### config.mk
export PLATFORM = sky130hd
export DESIGN_NAME = mws_word_search
export DESIGN_NICKNAME = d
export VERILOG_FILES = /design/src/mws_pkg.sv /design/src/mws_bcd_if.sv /design/src/mws_bcd_inc.sv /design/src/mws_word_search.sv
export VERILOG_INCLUDE_DIRS = /design/src
export SDC_FILE = /design/constraint.sdc
export NUM_CORES = 1
export LEC_CHECK = 0
export BUFFER_PORTS_ARGS = -buffer_cell sky130_fd_sc_hd__buf_2
export CAP_MARGIN = 20
export CORE_ASPECT_RATIO = 0.8
export CORE_UTILIZATION = 41
export DETAILED_ROUTE_END_ITERATION = 8
export PLACE_DENSITY = 0.55
export SLEW_MARGIN = 20
export SYNTH_ARGS = -nofsm -noshare
export SYNTH_HDL_FRONTEND = slang
export SYNTH_HIERARCHICAL = 1
export SYNTH_SLANG_ARGS = --single-unit
### constraint.sdc
create_clock -name core_clk -period 16.2 [get_ports core_clk]
set_input_delay 1.62 -clock core_clk [delete_from_list [all_inputs] [get_ports core_clk]]
set_output_delay 1.62 -clock core_clk [all_outputs]
set_load 0.02 [all_outputs]
### src/mws_map.svh
// Constants of the memory word search unit: limits, widths, reset values.
// Assumes inclusion by bare name from the package and the design files.
`ifndef MWS_MAP_SVH
`define MWS_MAP_SVH

`define MWS_WORD_W      16
`define MWS_ADDR_W      14
`define MWS_N_MIN       16'h0001
`define MWS_N_MAX       16'h6655
`define MWS_DM_WORDS    6656
`define MWS_RESULT_OFS  14'h0001
`define MWS_ZERO_BCD    16'h0000

`endif

### src/mws_pkg.sv
// Types and helper functions of the memory word search unit.
// Assumes mws_map.svh sits in the include path.
`include "mws_map.svh"

package mws_pkg;

    typedef logic [`MWS_WORD_W-1:0] mws_word_t;
    typedef logic [`MWS_ADDR_W-1:0] mws_addr_t;

    // Memory area codes seen on the operand and memory ports
    typedef enum logic [2:0] {
        MWS_AREA_IR = 3'h0,
        MWS_AREA_SR = 3'h1,
        MWS_AREA_AR = 3'h2,
        MWS_AREA_DM = 3'h3,
        MWS_AREA_HR = 3'h4,
        MWS_AREA_TC = 3'h5,
        MWS_AREA_LR = 3'h6,
        MWS_AREA_XX = 3'h7
    } mws_area_t;

    typedef enum logic [2:0] {
        MWS_ST_IDLE = 3'b000,
        MWS_ST_RD_N = 3'b001,
        MWS_ST_RD_C = 3'b010,
        MWS_ST_SCAN = 3'b011,
        MWS_ST_WR   = 3'b100
    } mws_state_t;

    function automatic logic mws_is_bcd(input mws_word_t w);
        mws_is_bcd = (w[15:12] < 4'hA) && (w[11:8] < 4'hA) &&
                     (w[7:4] < 4'hA) && (w[3:0] < 4'hA);
    endfunction : mws_is_bcd

    function automatic mws_addr_t mws_bcd2bin(input mws_word_t w);
        mws_bcd2bin = 14'(w[15:12]) * 14'd1000 + 14'(w[11:8]) * 14'd100 +
                      14'(w[7:4]) * 14'd10 + 14'(w[3:0]);
    endfunction : mws_bcd2bin

endpackage : mws_pkg

### src/mws_bcd_if.sv
// Carrier between the search core and a four-digit BCD incrementer.
// Assumes the package compiled first.
`timescale 1ns/1ps
`default_nettype none

interface mws_bcd_if;
    import mws_pkg::*;
    mws_word_t value;
    mws_word_t next;
    modport user (output value, input next);
    modport inc  (input value, output next);
endinterface : mws_bcd_if

`default_nettype wire

### src/mws_bcd_inc.sv
// Four-digit BCD incrementer, purely combinational, wraps 9999 to 0000.
// Assumes a BCD value on the carrier input.
`timescale 1ns/1ps
`default_nettype none

module mws_bcd_inc (
    // Carrier
    mws_bcd_if.inc bi
);
    import mws_pkg::*;

    logic [4:0] carry;

    assign carry[0] = 1'b1;

    genvar g;
    generate
        for (g = 0; g < 4; g++) begin : g_digit
            wire logic [3:0] d = bi.value[4*g +: 4];
            assign carry[g+1] = carry[g] && (d == 4'h9);
            assign bi.next[4*g +: 4] = !carry[g] ? d :
                                       (d == 4'h9) ? 4'h0 : 4'(d + 4'h1);
        end
    endgenerate

endmodule : mws_bcd_inc

`default_nettype wire

### src/mws_word_search.sv
// Word search unit: finds the first data word equal to a comparison word.
// Assumes a same-clock memory answering each read exactly one cycle later.
//
// Functional notes
// - Execute condition low: no search, flags kept.
// - Compare words first through first plus count-1.
// - Match sets flag, lowest position to next word.
// - Data-memory hit reports absolute word address.
// - Other-area hit reports distance from range start.
// - No match clears flag, result word untouched.
// - Bad indirect pointer raises error flag.
// - Count not BCD 0001..6655 raises error.
// - Count taken as constant or memory word.
`timescale 1ns/1ps
`default_nettype none
`include "mws_map.svh"

module mws_word_search #(
    parameter int DM_WORDS = `MWS_DM_WORDS
) (
    // Clock and reset
    input  wire logic               core_clk,
    input  wire logic               srst,
    // Instruction sequencer
    input  wire logic               start,
    input  wire logic               exec_cond,
    input  wire logic               n_is_const,
    input  wire mws_pkg::mws_word_t n_value,
    input  wire mws_pkg::mws_area_t n_area,
    input  wire logic               n_indirect,
    input  wire mws_pkg::mws_word_t r1_addr,
    input  wire mws_pkg::mws_area_t r1_area,
    input  wire logic               r1_indirect,
    input  wire mws_pkg::mws_word_t c_addr,
    input  wire mws_pkg::mws_area_t c_area,
    input  wire logic               c_indirect,
    output var  logic               done,
    output var  logic               busy,
    output var  logic               match_flag,
    output var  logic               operand_error_flag,
    // Data memory port
    output var  logic               mem_rd_en,
    output var  mws_pkg::mws_area_t mem_rd_area,
    output var  mws_pkg::mws_addr_t mem_rd_addr,
    input  wire mws_pkg::mws_word_t mem_rd_data,
    output var  logic               mem_wr_en,
    output var  mws_pkg::mws_area_t mem_wr_area,
    output var  mws_pkg::mws_addr_t mem_wr_addr,
    output var  mws_pkg::mws_word_t mem_wr_data
);
    import mws_pkg::*;

    ////////////////////////////////////////////////////////////////////////////
    // Operand checks

    mws_state_t state_r;
    mws_area_t  r1_area_r;
    mws_addr_t  r1_bin_r, c_bin_r, cnt_bin_r, rd_idx_r, cmp_cnt_r;
    mws_word_t  cmp_r;
    logic       data_vld_r;
    logic       ptr_bad, n_bad_c, n_bad_m, hit, last;

    function automatic logic ptr_ok(input mws_word_t p);
        ptr_ok = mws_is_bcd(p) && (int'(mws_bcd2bin(p)) < DM_WORDS);
    endfunction : ptr_ok

    always_comb begin
        ptr_bad = (r1_indirect && !ptr_ok(r1_addr)) ||
                  (c_indirect && !ptr_ok(c_addr)) ||
                  (!n_is_const && n_indirect && !ptr_ok(n_value));
        n_bad_c = !mws_is_bcd(n_value) || (n_value < `MWS_N_MIN) ||
                  (n_value > `MWS_N_MAX);
        n_bad_m = !mws_is_bcd(mem_rd_data) || (mem_rd_data < `MWS_N_MIN) ||
                  (mem_rd_data > `MWS_N_MAX);
        hit     = (state_r == MWS_ST_SCAN) && data_vld_r && (mem_rd_data == cmp_r);
        last    = (cmp_cnt_r == 14'(cnt_bin_r - 14'd1));
    end

    ////////////////////////////////////////////////////////////////////////////
    // BCD position counters

    mws_bcd_if pos_if ();
    mws_bcd_if abs_if ();
    mws_word_t pos_bcd_r, abs_bcd_r;

    assign pos_if.value = pos_bcd_r;
    assign abs_if.value = abs_bcd_r;

    mws_bcd_inc u_pos_inc (.bi(pos_if));
    mws_bcd_inc u_abs_inc (.bi(abs_if));

    always_ff @(posedge core_clk) begin
        if (srst || (state_r == MWS_ST_IDLE)) begin
            pos_bcd_r <= `MWS_ZERO_BCD;
            abs_bcd_r <= r1_addr;
        end else if (state_r == MWS_ST_SCAN && data_vld_r && !hit) begin
            pos_bcd_r <= pos_if.next;
            abs_bcd_r <= abs_if.next;
        end
    end

    ////////////////////////////////////////////////////////////////////////////
    // Sequencer state

    always_ff @(posedge core_clk) begin
        if (srst) begin
            state_r   <= MWS_ST_IDLE;
            r1_area_r <= MWS_AREA_IR;
            r1_bin_r  <= '0;
            c_bin_r   <= '0;
            cnt_bin_r <= '0;
            cmp_r     <= '0;
            rd_idx_r  <= '0;
            cmp_cnt_r <= '0;
        end else begin
            unique case (state_r)
                MWS_ST_IDLE: begin
                    rd_idx_r  <= '0;
                    cmp_cnt_r <= '0;
                    if (start && exec_cond && !ptr_bad) begin
                        r1_area_r <= r1_indirect ? MWS_AREA_DM : r1_area;
                        r1_bin_r  <= mws_bcd2bin(r1_addr);
                        c_bin_r   <= mws_bcd2bin(c_addr);
                        cnt_bin_r <= mws_bcd2bin(n_value);
                        if (!n_is_const)
                            state_r <= MWS_ST_RD_N;
                        else if (!n_bad_c)
                            state_r <= MWS_ST_RD_C;
                    end
                end
                MWS_ST_RD_N: begin
                    if (data_vld_r) begin
                        cnt_bin_r <= mws_bcd2bin(mem_rd_data);
                        state_r   <= n_bad_m ? MWS_ST_IDLE : MWS_ST_RD_C;
                    end
                end
                MWS_ST_RD_C: begin
                    if (data_vld_r) begin
                        cmp_r   <= mem_rd_data;
                        state_r <= MWS_ST_SCAN;
                    end
                end
                MWS_ST_SCAN: begin
                    if (rd_idx_r != cnt_bin_r)
                        rd_idx_r <= 14'(rd_idx_r + 14'd1);
                    if (hit)
                        state_r <= MWS_ST_WR;
                    else if (data_vld_r) begin
                        cmp_cnt_r <= 14'(cmp_cnt_r + 14'd1);
                        if (last)
                            state_r <= MWS_ST_IDLE;
                    end
                end
                MWS_ST_WR: state_r <= MWS_ST_IDLE;
            endcase
        end
    end

    ////////////////////////////////////////////////////////////////////////////
    // Memory port

    always_ff @(posedge core_clk) begin
        if (srst) begin
            mem_rd_en   <= 1'b0;
            mem_rd_area <= MWS_AREA_IR;
            mem_rd_addr <= '0;
            data_vld_r  <= 1'b0;
        end else begin
            data_vld_r <= mem_rd_en;
            mem_rd_en  <= 1'b0;
            if (state_r == MWS_ST_IDLE && start && exec_cond && !ptr_bad) begin
                if (!n_is_const) begin
                    mem_rd_en   <= 1'b1;
                    mem_rd_area <= n_indirect ? MWS_AREA_DM : n_area;
                    mem_rd_addr <= mws_bcd2bin(n_value);
                end else if (!n_bad_c) begin
                    mem_rd_en   <= 1'b1;
                    mem_rd_area <= c_indirect ? MWS_AREA_DM : c_area;
                    mem_rd_addr <= mws_bcd2bin(c_addr);
                end
            end else if (state_r == MWS_ST_RD_N && data_vld_r && !n_bad_m) begin
                mem_rd_en   <= 1'b1;
                mem_rd_area <= c_indirect ? MWS_AREA_DM : c_area;
                mem_rd_addr <= c_bin_r;
            end else if (state_r == MWS_ST_SCAN && !hit && rd_idx_r != cnt_bin_r &&
                         !(data_vld_r && last)) begin
                mem_rd_en   <= 1'b1;
                mem_rd_area <= r1_area_r;
                mem_rd_addr <= 14'(r1_bin_r + rd_idx_r);
            end
        end
    end

    always_ff @(posedge core_clk) begin
        if (srst) begin
            mem_wr_en   <= 1'b0;
            mem_wr_area <= MWS_AREA_IR;
            mem_wr_addr <= '0;
            mem_wr_data <= '0;
        end else begin
            mem_wr_en <= hit;
            if (hit) begin
                mem_wr_area <= c_indirect ? MWS_AREA_DM : c_area;
                mem_wr_addr <= 14'(c_bin_r + `MWS_RESULT_OFS);
                mem_wr_data <= (r1_area_r == MWS_AREA_DM) ? abs_bcd_r
                                                          : pos_bcd_r;
            end
        end
    end

    ////////////////////////////////////////////////////////////////////////////
    // Flags and completion

    always_ff @(posedge core_clk) begin
        if (srst) begin
            match_flag         <= 1'b0;
            operand_error_flag <= 1'b0;
            done               <= 1'b0;
            busy               <= 1'b0;
        end else begin
            done <= 1'b0;
            if (state_r == MWS_ST_IDLE && start) begin
                busy <= exec_cond;
                if (!exec_cond)
                    done <= 1'b1;
                else if (ptr_bad || (n_is_const && n_bad_c)) begin
                    operand_error_flag <= 1'b1;
                    done               <= 1'b1;
                    busy               <= 1'b0;
                end else
                    operand_error_flag <= 1'b0;
            end else if (state_r == MWS_ST_RD_N && data_vld_r && n_bad_m) begin
                operand_error_flag <= 1'b1;
                done               <= 1'b1;
                busy               <= 1'b0;
            end else if (hit) begin
                match_flag <= 1'b1;
            end else if (state_r == MWS_ST_WR) begin
                done <= 1'b1;
                busy <= 1'b0;
            end else if (state_r == MWS_ST_SCAN && data_vld_r && last) begin
                match_flag <= 1'b0;
                done       <= 1'b1;
                busy       <= 1'b0;
            end
        end
    end

    logic idle_go;
    assign idle_go = (state_r == MWS_ST_IDLE) && start && exec_cond;
endmodule : mws_word_search

`default_nettype wire

==> flow_summary.yaml, run 1 <==
grt:
  grt_pass1_wl_mm: 71.8
  grt_pass1_vias: 13200
  grt_max_degree: 68
  antenna_found_initial: 0
  grt_usage_pct: 21.4
  grt_overflow_total: 0
sta:
  rsz0062_at_grt: "false"
  setup_viol: 0
  fin_worst_skew_ns: 0.0139
  fin_crit_sh_pct: 48.7
  max_slew.worst_pin.slew_ns: 1.11
  timing.fmax_mhz: 127
  slew_viol_final: 0
  slew_headroom_pct: 25.3
  worst_hold_slack_ns: 0.469
  period_minus_slack_ns: 7.90
  hold_violations: 0
  fin_setup_tns_ns: 0
cts:
  postCtsSetupRepairBufs: 0
  ctsLongestPathBuffers: 2
  tritoncts.num_buffers: 17
  clock_latency_ns: 0.46
  cts_resized: 0
  clkTransAtPathRegs_ns: 0.08
  ctsRootBufferMaster: "clkbuf_16"
  htreeDepth: 4
  cts_hold_buf: 0
  cts_tree: "yes"
  clock_sinks: 181
finish:
  drive_above_1_share_pct: 11.8
  final_nets: 2421
  diodes: 0
  fillers: 3999
  fin_cells: 2593
  area_growth_pct: 10.1
critical_path:
  start_kind: "input pin"
  crit_slowest_cell: "o21ai_2"
  worstPathArrival_ns: 8.24
  crit_top_cell: "ha_1"
  worst_path_largest_cell_delay_ns: 0.83
  cp-startpoint: "n_value[13]"
  crit_chain: "buf_2 -> fa_1 -> inv_1 -> fa_1 -> inv_1 -> ha_1 -> a21o_1 -> a21oi_1 -> xor2_1 -> ha_1 -> ha_1 -> ha_1 -> and3_1 -> and2_1 -> a211oi_2 -> xor2_1 -> a2111oi_2 -> o311ai_4 -> nand4_1 -> o21ai_2 -> nand2b_1 -> o32ai_1"
  crit_type: "input pin to register"
  cp_top_family: "compound AO/OA/AOI/OAI gates"
  cp.required_ns: 16.55
  crit_fanout: 22
  endpoint_kind: "register"
  r2r_start: "cmp_r[3]"
  cp_num_buf_inv: 3
min_path:
  hold_path_class: "register to register"
  hold_start: "cmp_r[14]"
synthesis:
  synthArstFlopShare_pct: 0
  synth_seq_area_share_pct: 22.3
  avgSynthCellArea_um2: 8.69
  ys_types: 85
  ys_seq_elements: 181
  netlist_instances: 1952
  ys.flop_type: "dfxtp_1"
  synthesis.area_mm2: 0.0170
  synth-edff-count: 16
  synth_nets: 2337
  ys_warn_count: 6
die:
  start_util_pct: 41.7
  io_pins: 137
  core_mm2: 0.0407
  die_h_um: 184
  dieArea_mm2: 0.0422
  die_w_um: 229
  rows: 66
pwr:
  power.leakage_uw: 0.00810
  vdd_drop_max_mv: 0.0798
  power_density_mw_per_mm2: 113
place:
  placed_cells: 2561
  port_buffers: 136
  dp_hpwl_mm: 35.3
  gp_congestion: 0.877
outcome:
  status: "completed"
route:
  antenna_left: 0
  drt-pass1-iter-count: 5
  drt-total-wl_mm: 44.6
  drc: 0
  wl_per_cell_um: 17.2
  dr.first_iter.drc_count: 856
  post_drt_via_cell_ratio: 5.34
  vias: 13800
flow_run:
  cap_violations: 0
==> cell usage after synthesis, types with 8 or more instances <==
master	instances	area, um^2
a211oi_1	49	368
a211oi_2	11	138
a21o_1	24	180
a21oi_1	120	601
a311oi_1	8	70.1
a31oi_1	9	56.3
and2_1	8	50.1
and3_1	18	113
buf_2	9	45.0
clkbuf_1	55	206
dfxtp_1	165	3300
edfxtp_1	16	480
fa_1	69	1380
ha_1	235	2940
inv_1	181	679
mux2_2	27	304
mux2i_1	70	701
nand2_1	131	492
nand2b_1	21	131
nand3_1	27	135
nand3b_1	10	75.1
nand4_1	23	144
nor2_1	172	646
nor2b_1	40	250
nor3_1	29	145
nor4_1	8	50.1
o21a_1	13	97.6
o21ai_0	80	400
o21bai_1	8	60.1
o22ai_1	14	87.6
or3_1	14	87.6
xnor2_1	112	981
xor2_1	54	473
==> registers in the layout, indices dropped and copies added (netlist names), 16 cells and up <==
signal       cells
pos_bcd_r       16
cmp_r           16
mem_wr_data     16
abs_bcd_r       16
==> final timing paths <==
path	to	slack [ns]	depth (start not counted)
max	mem_rd_addr[5]	8.30	22
min	cmp_r[14]	0.47	2
max reg2reg	mem_rd_addr[5]	12.02	11
min reg2reg	cmp_r[14]	0.47	2
==> layout by cell type (no fill, tap or decap), types with 29 or more instances in the layout <==
cell type / count
dfxtp_1: 165
inv_1: 181
a21oi_1: 120
nor2_1: 171
nand2_1: 131
a211oi_1: 49
fa_1: 69
nor2b_1: 39
xnor2_1: 112
ha_1: 235
mux2i_1: 70
buf_2: 135
nor3_1: 29
xor2_1: 54
o21ai_0: 80
==> per-layer routing <==
layer | part of all wire (%) | global-route usage (%)
met2 | 43 | 32.8
met1 | 51 | 31.2
met5 | 0 | 0
met4 | 1.6 | 5.39
met3 | 4.2 | 3.06
==> where the power goes <==
part           switching, uW  leakage [uW]  total, uW  internal, uW
Clock                    209      0.000297        448           239
Sequential              27.2       0.00150        496           469
Combinational            684       0.00630       1170           482
Total                    920       0.00810       2110          1190
==> area by class of cell <==
cell class	instances	area [um^2]	area share, %
Clock buffer	18	439	2.35
Clock inverter	14	186	0.998
Inverter	181	679	3.64
Tap cell	544	681	3.64
Multi-Input combinational cell	1513	12200	65.2
Sequential cell	181	3780	20.3
Timing Repair Buffer	142	728	3.90
==> kinds of logic after synthesis <==
logic type / count (synthesis) / share of synthesized area [%]
simple gates: 531 / 15.3
compound gates: 415 / 16.4
fa+ha+maj: 304 / 25.5
flops: 181 / 22.3
buf+inv: 258 / 5.93
mux: 97 / 5.92
xor+xnor: 166 / 8.57
==> worst min-delay path: cells and delay by family, from the launching register on <==
kind | cells | cell delay, ns
AOI/OAI and AO/OA | 1 | 0.05
and+or+nand+nor | 1 | 0.05
DFF | 1 | 0.32
==> metrics by stage <==
| step | total power [uW] | util, % | setup WS (ns) | cell area [um^2] |
|---|---|---|---|---|
| 2_1_floorplan | 1370 | - | 9.46 | 17000 |
| 3_3_place_gp | 1660 | 44.3 | 8.12 | 18000 |
| 3_5_place_dp | 1660 | 44.3 | 7.90 | 18000 |
| 4_1_cts | 2120 | 45.9 | 8.35 | 18700 |
| 5_1_grt | 2280 | 45.9 | 8.00 | 18700 |
| 6_report | 2110 | 45.9 | 8.30 | 18700 |
No activity file was read; power rests on OpenSTA's default activity.
==> run 2, diff against run 1 <==
- PLACE_DENSITY: 0.55 -> 0.57
- clock period: 16.2 -> 6.55 ns (I/O delays scaled with it)
==> flow_summary.yaml, run 2 (synthesis gave the netlist of run 1 again) <==
cts:
  clock_sinks: 181
  cts_resized: 0
  tritoncts.num_buffers: 17
  postCtsSetupRepairBufs: 0
  ctsRootBufferMaster: "clkbuf_16"
  cts_tree: "yes"
  htreeDepth: 4
  clock_latency_ns: 0.46
  ctsLongestPathBuffers: 2
  clkTransAtPathRegs_ns: 0.08
  cts_hold_buf: 0
min_path:
  hold_start: "cmp_r[11]"
  hold_path_class: "register to register"
  min_to: "cmp_r[11]"
  hold_path_depth: 2
grt:
  antenna_found_initial: 0
  grt_pass1_wl_mm: 71.1
  grt_max_degree: 94
  grt_pass1_vias: 13300
  grt_usage_pct: 21.2
  grt_overflow_total: 0
critical_path:
  crit_fanout: 12
  crit_top_cell: "ha_1"
  reg2reg_to: "mem_rd_addr[11]"
  worst_path_largest_cell_delay_ns: 0.62
  worstPathArrival_ns: 6.42
  r2r_start: "cmp_r[10]"
  crit_type: "input pin to register"
  cp.required_ns: 6.92
  reg2reg_depth: 11
  r2r_setup_slack_ns: 2.72
  endpoint_kind: "register"
  start_kind: "input pin"
  crit_slowest_cell: "fa_1"
  crit_chain: "buf_2 -> fa_1 -> inv_1 -> fa_1 -> inv_1 -> ha_1 -> a21o_1 -> a21oi_1 -> xor2_1 -> ha_1 -> ha_1 -> ha_1 -> and3_1 -> and2_1 -> a211oi_2 -> xor2_1 -> a2111oi_2 -> o311ai_4 -> nand4_1 -> o21ai_2 -> nand2b_1 -> o32ai_1"
sta:
  worst_slack_ns: 0.498
  setup_viol: 0
  fin_worst_skew_ns: 0.0209
  hold_violations: 0
  max_slew.worst_pin.slew_ns: 1.08
  rsz0062_at_grt: "false"
  period_minus_slack_ns: 6.05
  fin_setup_tns_ns: 0
  worst_hold_slack_ns: 0.468
  slew_viol_final: 0
  fin_crit_sh_pct: 92.4
  timing.fmax_mhz: 165
  slew_headroom_pct: 27.7
pwr:
  power.leakage_uw: 0.00815
  sequentialPowerShare_pct: 23.4
  switchingPower_uw: 2320
  p_clk_share_pct: 19.8
  vdd_drop_max_mv: 0.164
  power_density_mw_per_mm2: 279
  swShare_pct: 44.4
  p_comb_share_pct: 56.8
  internal_power_uw: 2910
route:
  drt-total-wl_mm: 44.3
  drc: 0
  wl_per_cell_um: 17.0
  post_drt_via_cell_ratio: 5.35
  vias: 13900
  drt-pass1-iter-count: 5
  antenna_left: 0
  dr.first_iter.drc_count: 834
finish:
  diodes: 0
  fin_cells: 2604
  final_cell_mix: "235 x ha_1, 181 x inv_1, 171 x nor2_1, 165 x dfxtp_1, 135 x buf_2"
  seq_area_mm2: 0.00378
  multi_input_area_mm2: 0.0122
  final_nets: 2432
  final_util_pct: 46.0
  fillers: 4065
  drive_above_1_share_pct: 12.3
  final_common_cell: "ha_1"
  area_growth_pct: 10.5
place:
  placed_cells: 2571
  port_buffers: 136
  gp_congestion: 0.872
  dp_hpwl_mm: 35.5
  pre_cts_slack_ns: 0.111
die:
  rows: 66
  die_w_um: 229
  core_mm2: 0.0407
  io_pins: 137
  die_h_um: 184
  dieArea_mm2: 0.0422
  start_util_pct: 41.7
flow_run:
  cap_violations: 0
outcome:
  status: "completed"
## run 2: cell types whose count changed in the layout (fill, tap and decap cells not counted), moves of 2 or more
cell	delta
buf_12	+2
buf_4	+8
bufinv_16	-2
clkinvlp_4	-2
inv_6	+3
## run 2: final cells by class
class | instances | area share (%)
clock buffer | 17 | 2.27
clock inverter | 15 | 0.834
inverter | 181 | 3.62
multi-input combinational | 1513 | 65.0
sequential | 181 | 20.2
tap | 544 | 3.63
timing repair buffer | 153 | 4.48
## run 2: metrics by stage
stage,area [um^2],total power [uW]
floorplan,17000,3400
global placement,18100,4170
detailed placement,18100,4190
CTS,18700,5250
global route,18700,5660
finish,18700,5230
## run 2: metal layers
metal  GRT usage, %  up-vias  wire, um
met2           32.9      286     19300
met4           5.07        0       645
met3           2.73       39      1960
li1               -     6998         -
met5              0        -         0
met1           30.9     6596     22300
## run 2: worst max path at each step
stage	from	endpoint	slack (ns)	cells past startpoint
6_report	n_value[13]	mem_rd_addr[2]	0.50	22
5_1_grt	c_addr[13]	mem_rd_addr[5]	0.17	21
4_1_cts	n_value[13]	mem_rd_addr[2]	0.55	22
3_5_place_dp	n_value[13]	mem_rd_addr[5]	0.11	22
3_3_place_gp	r1_addr[13]	mem_rd_area[0]	0.28	23
2_1_floorplan	n_value[13]	cnt_bin_r[12]	0.77	21
## run 2: power groups by stage
| stage | clock network (uW) | logic, uW | registers (uW) |
|---|---|---|---|
| floorplan | 0 | 2180 | 1220 |
| finish | 1040 | 2970 | 1220 |
| CTS | 1060 | 2970 | 1220 |
| detailed placement | 0 | 2940 | 1250 |
| global route | 1100 | 3320 | 1230 |
| global placement | 0 | 2920 | 1250 |
## run 2: worst max-delay path, delay by kind of cell
kind | cells | cell delay [ns]
AOI/OAI and AO/OA | 7 | 1.71
xor gates and xnor gates | 2 | 0.45
adders and majority gates | 6 | 2.38
buffers and inverters | 3 | 0.30
and+or+nand+nor | 4 | 0.91
